===== config.mk =====
export PLATFORM = sky130hd
export DESIGN_NAME = crf_top
export DESIGN_NICKNAME = d
export VERILOG_FILES = /design/src/crf_pkg.sv /design/src/crf_top.sv /design/src/crf_alu_flags.sv /design/src/crf_bank_ram.sv
export VERILOG_INCLUDE_DIRS = /design/src /design/src/src
export SDC_FILE = /design/constraint.sdc
export NUM_CORES = 2
export LEC_CHECK = 0
export CORE_MARGIN = 3
export CORE_UTILIZATION = 41
export DETAILED_ROUTE_END_ITERATION = 16
export DONT_BUFFER_PORTS = 1
export GPL_ROUTABILITY_DRIVEN = 0
export GPL_TIMING_DRIVEN = 0
export PLACE_DENSITY_LB_ADDON = 0.3
export SLEW_MARGIN = 15
export SYNTH_ARGS = -nofsm -noshare
export SYNTH_HDL_FRONTEND = slang
export SYNTH_SLANG_ARGS = --single-unit

===== constraint.sdc =====
create_clock -name clock -period 7.79 [get_ports clock]
set_input_delay 0.779 -clock clock [delete_from_list [all_inputs] [get_ports clock]]
set_output_delay 0.779 -clock clock [all_outputs]
set_load 0.1 [all_outputs]

===== src/crf_defs.svh =====
/*
  Constants of the CPU register set: bus offsets, field positions, reset
  values and bus answer codes. Assumes inclusion by bare name from a file
  that compiles after it; it holds definitions only.
*/
// Behaviour
// - 16-bit program counter holds fetch location.
// - 16-bit accumulator; 8-bit ops use low byte.
// - 16-bit temporary accumulator, second operand.
// - 16-bit index register modifies addresses.
// - 16-bit extra pointer holds any address.
// - 16-bit stack pointer addresses the stack.
// - Status word: high byte bank, low flags.
// - Banks of eight 8-bit registers, pointer-selected.
// - Bank count is 8, 16 or 32.
// - Half-carry flags carry/borrow bit 3 to 4.
// - Interrupt enable gates interrupts; reset clears it.
// - Serve only requests above mask level.
// - Mask codes 00/01 level1, 10 level2, 11 level3.
// - Negative flag copies result's top bit.
// - Zero flag set on zero result.
// - Overflow flag on two's-complement overflow.
// - Carry from bit 7; shifts load shifted-out bit.
`ifndef CRF_DEFS_SVH
`define CRF_DEFS_SVH

// ----------------------------------------------------------------------
// Register byte offsets
// ----------------------------------------------------------------------
`define CRF_OFF_PC 8'h00
`define CRF_OFF_ACC 8'h04
`define CRF_OFF_TMP 8'h08
`define CRF_OFF_IX 8'h0C
`define CRF_OFF_EP 8'h10
`define CRF_OFF_SP 8'h14
`define CRF_OFF_PS 8'h18
`define CRF_OFF_OP 8'h1C
`define CRF_OFF_IRQ 8'h20
`define CRF_GPR_TAG 3'h2
`define CRF_GPR_NUM_LSB 2

// ----------------------------------------------------------------------
// Field positions and reset values
// ----------------------------------------------------------------------
`define CRF_IRQ_TAKE_BIT 0
`define CRF_IRQ_REQ_BIT 1
`define CRF_IRQ_LVL_LSB 2
`define CRF_RST_REG 16'h0000
`define CRF_RST_RP 8'h00
`define CRF_RST_CCR 8'h00

// ----------------------------------------------------------------------
// Bus answers
// ----------------------------------------------------------------------
`define CRF_RESP_OKAY 2'h0
`define CRF_RESP_SLVERR 2'h2

`endif


===== src/crf_pkg.sv =====
/*
  Types of the CPU register set: flag byte layout, arithmetic commands and
  the bundle of registers offered to the core. Assumes nothing beyond a
  SystemVerilog compiler.
*/
package crf_pkg;

  // Flag byte, most significant field first.
  typedef struct packed {
    logic h;
    logic i;
    logic [1:0] il;
    logic n;
    logic z;
    logic v;
    logic c;
  } crf_ccr_t;

  // Commands written to the operation register.
  typedef enum logic [2:0] {
    CRF_OP_ADD,
    CRF_OP_ADDC,
    CRF_OP_SUB,
    CRF_OP_SUBC,
    CRF_OP_ROLC,
    CRF_OP_RORC,
    CRF_OP_ADDW,
    CRF_OP_SUBW
  } crf_op_t;

  // Register set as the core sees it.
  typedef struct packed {
    logic [15:0] pc;
    logic [15:0] acc;
    logic [15:0] tmp;
    logic [15:0] ix;
    logic [15:0] ep;
    logic [15:0] sp;
    logic [7:0] rp;
    crf_ccr_t condition_flags_byte;
  } crf_regs_t;

endpackage


===== src/crf_top.sv =====
/*
  CPU register set with flags, interrupt gating and banked general-purpose
  registers, reached over an AXI4-Lite slave. Assumes a single clock, an
  AXI4-Lite master that keeps one write and one read in flight, and an
  interrupt controller on the same clock giving a request and its level.
*/
`timescale 1ns/1ps
`include "crf_defs.svh"
module crf_top #(
  parameter int NUM_BANKS = 32
) (
  input wire logic clock,
  input wire logic rst_n,
  input wire logic [7:0] s_axi_awaddr,
  input wire logic s_axi_awvalid,
  output logic s_axi_awready,
  input wire logic [31:0] s_axi_wdata,
  input wire logic [3:0] s_axi_wstrb,
  input wire logic s_axi_wvalid,
  output logic s_axi_wready,
  output logic [1:0] s_axi_bresp,
  output logic s_axi_bvalid,
  input wire logic s_axi_bready,
  input wire logic [7:0] s_axi_araddr,
  input wire logic s_axi_arvalid,
  output logic s_axi_arready,
  output logic [31:0] s_axi_rdata,
  output logic [1:0] s_axi_rresp,
  output logic s_axi_rvalid,
  input wire logic s_axi_rready,
  input wire logic irq_req,
  input wire logic [1:0] irq_req_level,
  output logic irq_take_q,
  output crf_pkg::crf_regs_t cpu_regs
);
  import crf_pkg::*;

  localparam int BW = $clog2(NUM_BANKS);
  localparam int RAW = BW + 3;

  // ----------------------------------------------------------------------
  // Elaboration check
  // ----------------------------------------------------------------------
  // Only the three bank counts of the product variants are served.
  if (NUM_BANKS != 8 && NUM_BANKS != 16 && NUM_BANKS != 32) begin : g_bad
    $error("NUM_BANKS must be 8, 16 or 32");
  end

  // ----------------------------------------------------------------------
  // Helpers
  // ----------------------------------------------------------------------
  // Byte-lane merge of a 16-bit register with the write strobes.
  function automatic logic [15:0] merge16(input logic [15:0] old,
                                          input logic [15:0] data,
                                          input logic [1:0] strb);
    logic [15:0] r;
    r = old;
    if (strb[0]) begin
      r[7:0] = data[7:0];
    end
    if (strb[1]) begin
      r[15:8] = data[15:8];
    end
    return r;
  endfunction

  // Mask and request codes to priority level, 1 highest, 3 lowest.
  function automatic logic [1:0] lvl(input logic [1:0] code);
    return code[1] ? {1'b1, code[0]} : 2'h1;
  endfunction

  // ----------------------------------------------------------------------
  // Registers
  // ----------------------------------------------------------------------
  logic [15:0] pc_q;
  logic [15:0] acc_q;
  logic [15:0] tmp_q;
  logic [15:0] ix_q;
  logic [15:0] ep_q;
  logic [15:0] sp_q;
  logic [7:0] rp_q;
  crf_ccr_t ccr_q;
  crf_op_t op_q;

  // Bus state.
  logic aw_q;
  logic [7:0] awaddr_q;
  logic w_q;
  logic [31:0] wdata_q;
  logic [3:0] wstrb_q;
  logic bvalid_q;
  logic [1:0] bresp_q;
  logic rvalid_q;
  logic [31:0] rdata_q;
  logic [1:0] rresp_q;

  // ----------------------------------------------------------------------
  // Write channel acceptance
  // ----------------------------------------------------------------------
  // Address and data are caught independently so either may come first;
  // nothing new is taken until the response has been accepted.
  assign s_axi_awready = !aw_q && !bvalid_q;
  assign s_axi_wready = !w_q && !bvalid_q;

  logic aw_hs;
  logic w_hs;
  logic do_wr;
  assign aw_hs = s_axi_awvalid && s_axi_awready;
  assign w_hs = s_axi_wvalid && s_axi_wready;
  assign do_wr = aw_q && w_q && !bvalid_q;

  always_ff @(posedge clock or negedge rst_n) begin
    if (!rst_n) begin
      aw_q <= 1'b0;
      awaddr_q <= 8'h00;
    end else if (aw_hs) begin
      aw_q <= 1'b1;
      awaddr_q <= s_axi_awaddr;
    end else if (do_wr) begin
      aw_q <= 1'b0;
    end
  end

  always_ff @(posedge clock or negedge rst_n) begin
    if (!rst_n) begin
      w_q <= 1'b0;
      wdata_q <= 32'h00000000;
      wstrb_q <= 4'h0;
    end else if (w_hs) begin
      w_q <= 1'b1;
      wdata_q <= s_axi_wdata;
      wstrb_q <= s_axi_wstrb;
    end else if (do_wr) begin
      w_q <= 1'b0;
    end
  end

  // ----------------------------------------------------------------------
  // Write decode
  // ----------------------------------------------------------------------
  logic wr_pc;
  logic wr_acc;
  logic wr_tmp;
  logic wr_ix;
  logic wr_ep;
  logic wr_sp;
  logic wr_ps;
  logic wr_op;
  logic wr_irq;
  logic wr_gpr;
  logic wr_hit;
  logic op_go;
  logic [15:0] wd16;
  logic [1:0] ws2;

  assign wd16 = wdata_q[15:0];
  assign ws2 = wstrb_q[1:0];
  assign wr_pc = do_wr && awaddr_q == `CRF_OFF_PC;
  assign wr_acc = do_wr && awaddr_q == `CRF_OFF_ACC;
  assign wr_tmp = do_wr && awaddr_q == `CRF_OFF_TMP;
  assign wr_ix = do_wr && awaddr_q == `CRF_OFF_IX;
  assign wr_ep = do_wr && awaddr_q == `CRF_OFF_EP;
  assign wr_sp = do_wr && awaddr_q == `CRF_OFF_SP;
  assign wr_ps = do_wr && awaddr_q == `CRF_OFF_PS;
  assign wr_op = do_wr && awaddr_q == `CRF_OFF_OP;
  assign wr_irq = do_wr && awaddr_q == `CRF_OFF_IRQ;
  assign wr_gpr = do_wr && awaddr_q[7:5] == `CRF_GPR_TAG && awaddr_q[1:0] == 2'h0;
  // The status register is read-only; a write to it is answered OKAY.
  assign wr_hit = wr_pc || wr_acc || wr_tmp || wr_ix || wr_ep || wr_sp ||
                  wr_ps || wr_op || wr_irq || wr_gpr;
  assign op_go = wr_op && wstrb_q[0];

  // Write response is raised on the edge that performs the write.
  always_ff @(posedge clock or negedge rst_n) begin
    if (!rst_n) begin
      bvalid_q <= 1'b0;
      bresp_q <= `CRF_RESP_OKAY;
    end else if (do_wr) begin
      bvalid_q <= 1'b1;
      bresp_q <= wr_hit ? `CRF_RESP_OKAY : `CRF_RESP_SLVERR;
    end else if (s_axi_bready) begin
      bvalid_q <= 1'b0;
    end
  end

  assign s_axi_bvalid = bvalid_q;
  assign s_axi_bresp = bresp_q;

  // ----------------------------------------------------------------------
  // Arithmetic unit
  // ----------------------------------------------------------------------
  logic [15:0] alu_res;
  crf_ccr_t alu_ccr;

  crf_alu_flags u_alu (
    .acc(acc_q),
    .tmp(tmp_q),
    .op(crf_op_t'(wdata_q[2:0])),
    .ccr_in(ccr_q),
    .res(alu_res),
    .ccr_out(alu_ccr)
  );

  // ----------------------------------------------------------------------
  // Dedicated 16-bit registers
  // ----------------------------------------------------------------------
  // Program counter, index, extra pointer and stack pointer are plain
  // storage here; the core consumes them through cpu_regs.
  always_ff @(posedge clock or negedge rst_n) begin
    if (!rst_n) begin
      pc_q <= `CRF_RST_REG;
      ix_q <= `CRF_RST_REG;
      ep_q <= `CRF_RST_REG;
      sp_q <= `CRF_RST_REG;
    end else begin
      pc_q <= wr_pc ? merge16(pc_q, wd16, ws2) : pc_q;
      ix_q <= wr_ix ? merge16(ix_q, wd16, ws2) : ix_q;
      ep_q <= wr_ep ? merge16(ep_q, wd16, ws2) : ep_q;
      sp_q <= wr_sp ? merge16(sp_q, wd16, ws2) : sp_q;
    end
  end

  // Accumulator takes either a bus write or the result of a command.
  always_ff @(posedge clock or negedge rst_n) begin
    if (!rst_n) begin
      acc_q <= `CRF_RST_REG;
      tmp_q <= `CRF_RST_REG;
      op_q <= CRF_OP_ADD;
    end else begin
      acc_q <= op_go ? alu_res : (wr_acc ? merge16(acc_q, wd16, ws2) : acc_q);
      tmp_q <= wr_tmp ? merge16(tmp_q, wd16, ws2) : tmp_q;
      op_q <= op_go ? crf_op_t'(wdata_q[2:0]) : op_q;
    end
  end

  // ----------------------------------------------------------------------
  // Program status word
  // ----------------------------------------------------------------------
  // Upper lane is the bank pointer, lower lane the flag byte. A command
  // and a status write never meet since only one write is in flight.
  always_ff @(posedge clock or negedge rst_n) begin
    if (!rst_n) begin
      rp_q <= `CRF_RST_RP;
      ccr_q <= `CRF_RST_CCR;
    end else begin
      if (wr_ps && ws2[1]) begin
        rp_q <= wd16[15:8];
      end
      if (op_go) begin
        ccr_q <= alu_ccr;
      end else if (wr_ps && ws2[0]) begin
        ccr_q <= wd16[7:0];
      end
    end
  end

  // ----------------------------------------------------------------------
  // Interrupt gating
  // ----------------------------------------------------------------------
  // A request is taken only with the enable set and a level strictly
  // above the mask level; mask level 1 therefore blocks everything.
  logic [1:0] mask_lvl;
  logic [1:0] req_lvl;
  logic irq_ok;
  assign mask_lvl = lvl(ccr_q.il);
  assign req_lvl = lvl(irq_req_level);
  assign irq_ok = irq_req && ccr_q.i && (req_lvl < mask_lvl);

  always_ff @(posedge clock or negedge rst_n) begin
    if (!rst_n) begin
      irq_take_q <= 1'b0;
    end else begin
      irq_take_q <= irq_ok;
    end
  end

  // ----------------------------------------------------------------------
  // Banked general-purpose registers
  // ----------------------------------------------------------------------
  // Entry index is the low bank pointer bits followed by the register
  // number; pointer bits above the bank count are ignored.
  logic [RAW-1:0] gpr_widx;
  logic [RAW-1:0] gpr_ridx;
  logic [7:0] gpr_rdata;
  assign gpr_widx = {rp_q[BW-1:0], awaddr_q[`CRF_GPR_NUM_LSB +: 3]};
  assign gpr_ridx = {rp_q[BW-1:0], s_axi_araddr[`CRF_GPR_NUM_LSB +: 3]};

  crf_bank_ram #(
    .DEPTH(NUM_BANKS * 8),
    .AW(RAW)
  ) u_ram (
    .clock(clock),
    .we(wr_gpr && wstrb_q[0]),
    .waddr(gpr_widx),
    .wdata(wdata_q[7:0]),
    .raddr(gpr_ridx),
    .rdata(gpr_rdata)
  );

  // ----------------------------------------------------------------------
  // Read path
  // ----------------------------------------------------------------------
  logic ar_hs;
  logic [7:0] ra;
  logic rd_gpr;
  logic rd_hit;
  logic [31:0] rd_val;
  logic [31:0] irq_stat;

  assign s_axi_arready = !rvalid_q;
  assign ar_hs = s_axi_arvalid && s_axi_arready;
  assign ra = s_axi_araddr;
  assign rd_gpr = ra[7:5] == `CRF_GPR_TAG && ra[1:0] == 2'h0;
  assign irq_stat = ({30'h00000000, mask_lvl} << `CRF_IRQ_LVL_LSB) |
                    ({31'h00000000, irq_req} << `CRF_IRQ_REQ_BIT) |
                    ({31'h00000000, irq_take_q} << `CRF_IRQ_TAKE_BIT);
  assign rd_val = (ra == `CRF_OFF_PC) ? {16'h0000, pc_q} :
                  (ra == `CRF_OFF_ACC) ? {16'h0000, acc_q} :
                  (ra == `CRF_OFF_TMP) ? {16'h0000, tmp_q} :
                  (ra == `CRF_OFF_IX) ? {16'h0000, ix_q} :
                  (ra == `CRF_OFF_EP) ? {16'h0000, ep_q} :
                  (ra == `CRF_OFF_SP) ? {16'h0000, sp_q} :
                  (ra == `CRF_OFF_PS) ? {16'h0000, rp_q, ccr_q} :
                  (ra == `CRF_OFF_OP) ? {29'h00000000, op_q} :
                  (ra == `CRF_OFF_IRQ) ? irq_stat :
                  rd_gpr ? {24'h000000, gpr_rdata} : 32'h00000000;
  assign rd_hit = rd_gpr || ra == `CRF_OFF_PC || ra == `CRF_OFF_ACC ||
                  ra == `CRF_OFF_TMP || ra == `CRF_OFF_IX ||
                  ra == `CRF_OFF_EP || ra == `CRF_OFF_SP ||
                  ra == `CRF_OFF_PS || ra == `CRF_OFF_OP ||
                  ra == `CRF_OFF_IRQ;

  // Data is captured at the address handshake, on the same edge that raises rvalid.
  always_ff @(posedge clock or negedge rst_n) begin
    if (!rst_n) begin
      rvalid_q <= 1'b0;
      rdata_q <= 32'h00000000;
      rresp_q <= `CRF_RESP_OKAY;
    end else if (ar_hs) begin
      rvalid_q <= 1'b1;
      rdata_q <= rd_val;
      rresp_q <= rd_hit ? `CRF_RESP_OKAY : `CRF_RESP_SLVERR;
    end else if (s_axi_rready) begin
      rvalid_q <= 1'b0;
    end
  end

  assign s_axi_rvalid = rvalid_q;
  assign s_axi_rdata = rdata_q;
  assign s_axi_rresp = rresp_q;

  // ----------------------------------------------------------------------
  // Core view
  // ----------------------------------------------------------------------
  assign cpu_regs = '{pc: pc_q, acc: acc_q, tmp: tmp_q, ix: ix_q, ep: ep_q,
                      sp: sp_q, rp: rp_q, condition_flags_byte: ccr_q};

endmodule // crf_top


===== src/crf_alu_flags.sv =====
/*
  Arithmetic and shift unit with flag generation for the accumulator.
  Assumes operands and the old flag byte come from registers on the same
  clock; purely combinational.
*/
`timescale 1ns/1ps
module crf_alu_flags (
  input wire logic [15:0] acc,
  input wire logic [15:0] tmp,
  input wire crf_pkg::crf_op_t op,
  input wire crf_pkg::crf_ccr_t ccr_in,
  output logic [15:0] res,
  output crf_pkg::crf_ccr_t ccr_out
);
  import crf_pkg::*;

  logic [8:0] s8;
  logic [16:0] s16;
  logic cy;
  logic wide;

  // ----------------------------------------------------------------------
  // Result and flags
  // ----------------------------------------------------------------------
  // Byte operations leave the upper accumulator byte untouched.
  always_comb begin
    res = acc;
    ccr_out = ccr_in;
    s8 = 9'h000;
    s16 = 17'h00000;
    cy = (op == CRF_OP_ADDC || op == CRF_OP_SUBC) && ccr_in.c;
    wide = (op == CRF_OP_ADDW || op == CRF_OP_SUBW);
    case (op)
      CRF_OP_ADD, CRF_OP_ADDC: begin
        s8 = {1'b0, acc[7:0]} + {1'b0, tmp[7:0]} + {8'h00, cy};
        res[7:0] = s8[7:0];
        ccr_out.h = acc[4] ^ tmp[4] ^ s8[4];
        ccr_out.c = s8[8];
        ccr_out.v = (acc[7] == tmp[7]) && (s8[7] != acc[7]);
      end
      CRF_OP_SUB, CRF_OP_SUBC: begin
        s8 = {1'b0, acc[7:0]} - {1'b0, tmp[7:0]} - {8'h00, cy};
        res[7:0] = s8[7:0];
        ccr_out.h = acc[4] ^ tmp[4] ^ s8[4];
        ccr_out.c = s8[8];
        ccr_out.v = (acc[7] != tmp[7]) && (s8[7] != acc[7]);
      end
      CRF_OP_ROLC: begin
        res[7:0] = {acc[6:0], ccr_in.c};
        ccr_out.c = acc[7];
      end
      CRF_OP_RORC: begin
        res[7:0] = {ccr_in.c, acc[7:1]};
        ccr_out.c = acc[0];
      end
      CRF_OP_ADDW: begin
        s16 = {1'b0, acc} + {1'b0, tmp};
        res = s16[15:0];
        ccr_out.c = s16[16];
        ccr_out.v = (acc[15] == tmp[15]) && (s16[15] != acc[15]);
      end
      CRF_OP_SUBW: begin
        s16 = {1'b0, acc} - {1'b0, tmp};
        res = s16[15:0];
        ccr_out.c = s16[16];
        ccr_out.v = (acc[15] != tmp[15]) && (s16[15] != acc[15]);
      end
      default: begin
        res = acc;
      end
    endcase
    ccr_out.n = wide ? res[15] : res[7];
    ccr_out.z = wide ? (res == 16'h0000) : (res[7:0] == 8'h00);
  end

endmodule // crf_alu_flags


===== src/crf_bank_ram.sv =====
/*
  Storage for the banked general-purpose registers, one byte per entry.
  Assumes one writer and one reader on the same clock; read is immediate.
*/
`timescale 1ns/1ps
module crf_bank_ram #(
  parameter int DEPTH = 256,
  parameter int AW = 8
) (
  input wire logic clock,
  input wire logic we,
  input wire logic [AW-1:0] waddr,
  input wire logic [7:0] wdata,
  input wire logic [AW-1:0] raddr,
  output logic [7:0] rdata
);

  logic [7:0] mem [DEPTH];

  // ----------------------------------------------------------------------
  // Write and read ports
  // ----------------------------------------------------------------------
  // No reset: register contents are undefined until software writes them.
  always_ff @(posedge clock) begin
    if (we) begin
      mem[waddr] <= wdata;
    end
  end

  assign rdata = mem[raddr];

endmodule // crf_bank_ram


==> results by group <==
Synthesis
  – Xor-xnor portion of the synthesized cell area: 0.177%
  – Leading area contributor after synthesis: edfxtp_1
  – Synth Register Bits: 2212
  – Syn Area/Cell: 20.2 um^2
  – Largest family of logic cells by synthesized area: multiplexers
  – Cells after synthesis: 4416
  – Ys flop type: edfxtp_1
  – Register area share after synthesis: 73.5%
  – Simple-Gate Fraction of Synth Area: 3.15%
  – Async set or reset register ratio after synthesis: 7.41%
  – Share of the synthesized area in the top cell type: 68.9%
  – Adder-cell share of the synthesized area: 0.793%
  – Post-Syn Area: 0.0893 mm^2
  – Fraction of the mapped netlist area in compound gates: 2.68%
  – Post-synthesis mux area share: 17.9%
  – EDFF count, synth: 2048
  – Warnings, synthesis: 0
  – Synth top area cells: edfxtp_1, mux4_2, dfrtp_1, nor2_1, mux2_2
  – Distinct cell type count after synthesis: 71

Placement
  – Placed Instance Area: 0.0944 mm^2
  – DP HPWL: 210 mm
  – IO buf count: 0
  – Placed Cells: 7326
  – Worst slack, placed: 0.501 ns

Cells and area
  – Layout area overhead: 13.5%
  – Final Instance Area: 0.101 mm^2
  – Most common cell after layout, fill and taps aside: edfxtp_1
  – Fraction of layout cells with a size suffix above 1: 26.7%
  – Non-Filler Instances: 7755
  – Util after Layout: 47.0%
  – Commonest non-fill, non-tap cells in the layout: edfxtp_1, mux4_2, nor2_1
  – Final net count: 4827

CTS
  – Clock buffers created by TritonCTS: 218
  – Clock root buffer: clkbuf_16
  – Post-cts hold buffer count: 4
  – Maximum clock path buffer count: 3
  – Clock Latency Late Sink: 0.89 ns
  – TritonCTS sink count: 2212
  – H-tree levels: 4
  – CTS tree: built
  – CTS resizes: 0
  – # Post-CTS Setup Buffers: 0
  – CTS clk-pin slew, worst paths: 0.06 ns

Worst setup path
  – WP data required: 8.26 ns
  – Reg2Reg Depth: 8
  – Critical Path, Cell by Cell: buf_2, buf_2, buf_2, buf_2, clkbuf_1, nand3_1, clkbuf_2, nor2_1
  – CP Buf/Inv Count: 6
  – Crit Path Class: flop to flop
  – Max FO, Critical Path: 10
  – Slowest CP cell: nand3_1
  – FF-to-FF setup slack: 0.30 ns
  – R2R Path Start: rp_q[0]
  – Max incr delay on CP: 1.12 ns
  – Crit-path leading delay family: buffers and inverters
  – RR Endpoint: u_ram.mem[127][1]
  – Element type at the critical path end: flop
  – Crit path DAT: 7.96 ns
  – Cell mode on critical path: buf_2
  – Startpoint Class: flop

Drt
  – Vias: 50616
  – Final WL: 313 mm
  – Detailed Routing Iterations Pass 1: 8
  – Antenna Nets Post-Route: 0
  – Routed length per instance: 40.4 um
  – Vias per cell: 6.53
  – DRC errors left: 0
  – Iteration-0 DRC Markers: 9525

Min path
  – Cell depth of the worst hold path: 1
  – Hold Startpoint: s_axi_awaddr[5]
  – Hold endpoint: awaddr_q[5]
  – Hold WC Path Type: input port to flop

Power
  – Power per cell area: 313 mW/mm^2
  – Maximum VDD drop: 222 uV
  – Leakage power: 32.5 nW
  – Total power: 31.7 mW

STA
  – Tmin final: 7.49 ns
  – RSZ-0062 raised after global routing: false
  – Final worst-path cycle share: 96.1%
  – Setup skew after layout: 0.0446 ns
  – Relative slew margins: 8.62%
  – F_max: 0.134 GHz
  – Final worst slack: 0.300 ns
  – Final hold vios: 0
  – Slew @ Worst Pin: 1.36 ns
  – Final Setup Violations: 0
  – Max Slew Vio Count: 0

Die
  – DIE AREA: 0.223 mm^2
  – # IOs: 216
  – Core Rows: 170
  – Die Span Y: 473 um
  – Initial Utilization: 41.4%
  – Placeable Area: 0.216 mm^2
  – Die Width: 473 um

Outcome
  – Status: completed

GRT
  – Largest net degree at the start of global routing: 165
  – Initial antenna violation count: 26
  – First-pass GRT wire length: 418 mm
  – GRT Total Usage: 27.7%
  – GR Overflow Total: 0
  – Vias in the first global route: 47865

Flow run
  – Max-cap viol count: 0
-- where the power goes --
part	internal, mW	total [mW]	switching [mW]
sequential	14.7	16.0	1.30
combinational	1.46	5.37	3.91
clock	5.65	10.3	4.67
total	21.8	31.7	9.88
-- cell type report --
| cell class | count | area, um^2 |
|---|---|---|
| fillers | 17880 | 114000 |
| flip-flops and latches | 2212 | 65600 |
| multi-input cells | 1884 | 22200 |
| clock buffers | 278 | 5730 |
| well taps | 2838 | 3550 |
| plain buffers | 271 | 1470 |
| repair buffers | 59 | 1400 |
| clock inverters | 124 | 1120 |
| inverters | 66 | 248 |
| diodes | 23 | 57.6 |
-- registers in the layout, indices dropped and copies added, names as in the netlist, 2 cells and up --
name	cells
ep_q	16
op_q	3
pc_q	16
wdata_q	16
s_axi_rdata	16
u_ram.mem	2048
acc_q	16
rp_q	8
awaddr_q	8
cpu_regs	8
sp_q	16
tmp_q	16
ix_q	16
wstrb_q	2
-- metrics by stage --
step / hold slack, ns / setup TNS (ns)
after floorplan: 0.439 / 0
after global placement: 0.461 / -3052.69
after detailed placement: 0.472 / 0
after CTS: 0.0208 / 0
after global routing: 0.0362 / 0
final: 0.0664 / 0
-- kinds of logic (layout without fill, tap and decap cells) --
family | after synthesis | after routing
flops | 2212 | 2212
mux | 779 | 779
simple gates | 655 | 655
compound gates | 361 | 361
buf+inv | 337 | 798
fa+ha+maj | 53 | 53
xor+xnor | 18 | 18
other cells | 1 | 41
-- how the worst max path moves through the flow --
stage               cells after the start                end  slack [ns]        from
floorplan                              16        cpu_regs[2]        0.52  wdata_q[0]
global placement                       16        cpu_regs[2]       -3.73  wdata_q[0]
detailed placement                      8  u_ram.mem[159][0]        0.50     rp_q[0]
CTS                                     8  u_ram.mem[159][2]        0.47     rp_q[0]
global route                            8  u_ram.mem[127][1]        0.61     rp_q[0]
finish                                  8  u_ram.mem[127][1]        0.30     rp_q[0]
-- metal layers --
metal	vias to the layer above	routed length [um]	GRT usage, %
li1	18789	-	-
met1	26849	113000	36.8
met2	4184	138000	40.5
met3	782	47100	11.1
met4	12	15800	11.8
met5	-	198	0.389
-- cell usage after synthesis (23+ instances only) --
cell and count:
nand2_1 159, inv_1 63, nor3_1 25, edfxtp_1 2048, buf_4 37, nor2_1 339
buf_2 57, clkbuf_1 136, a22oi_1 38, mux4_2 646, a221oi_1 25, ha_1 47
o21ai_0 97, nand3_1 30, nor2b_1 23, dfrtp_1 164, a21oi_1 63, mux2i_1 35
mux2_2 98
Note: power is estimated with default switching activity, not from simulation.
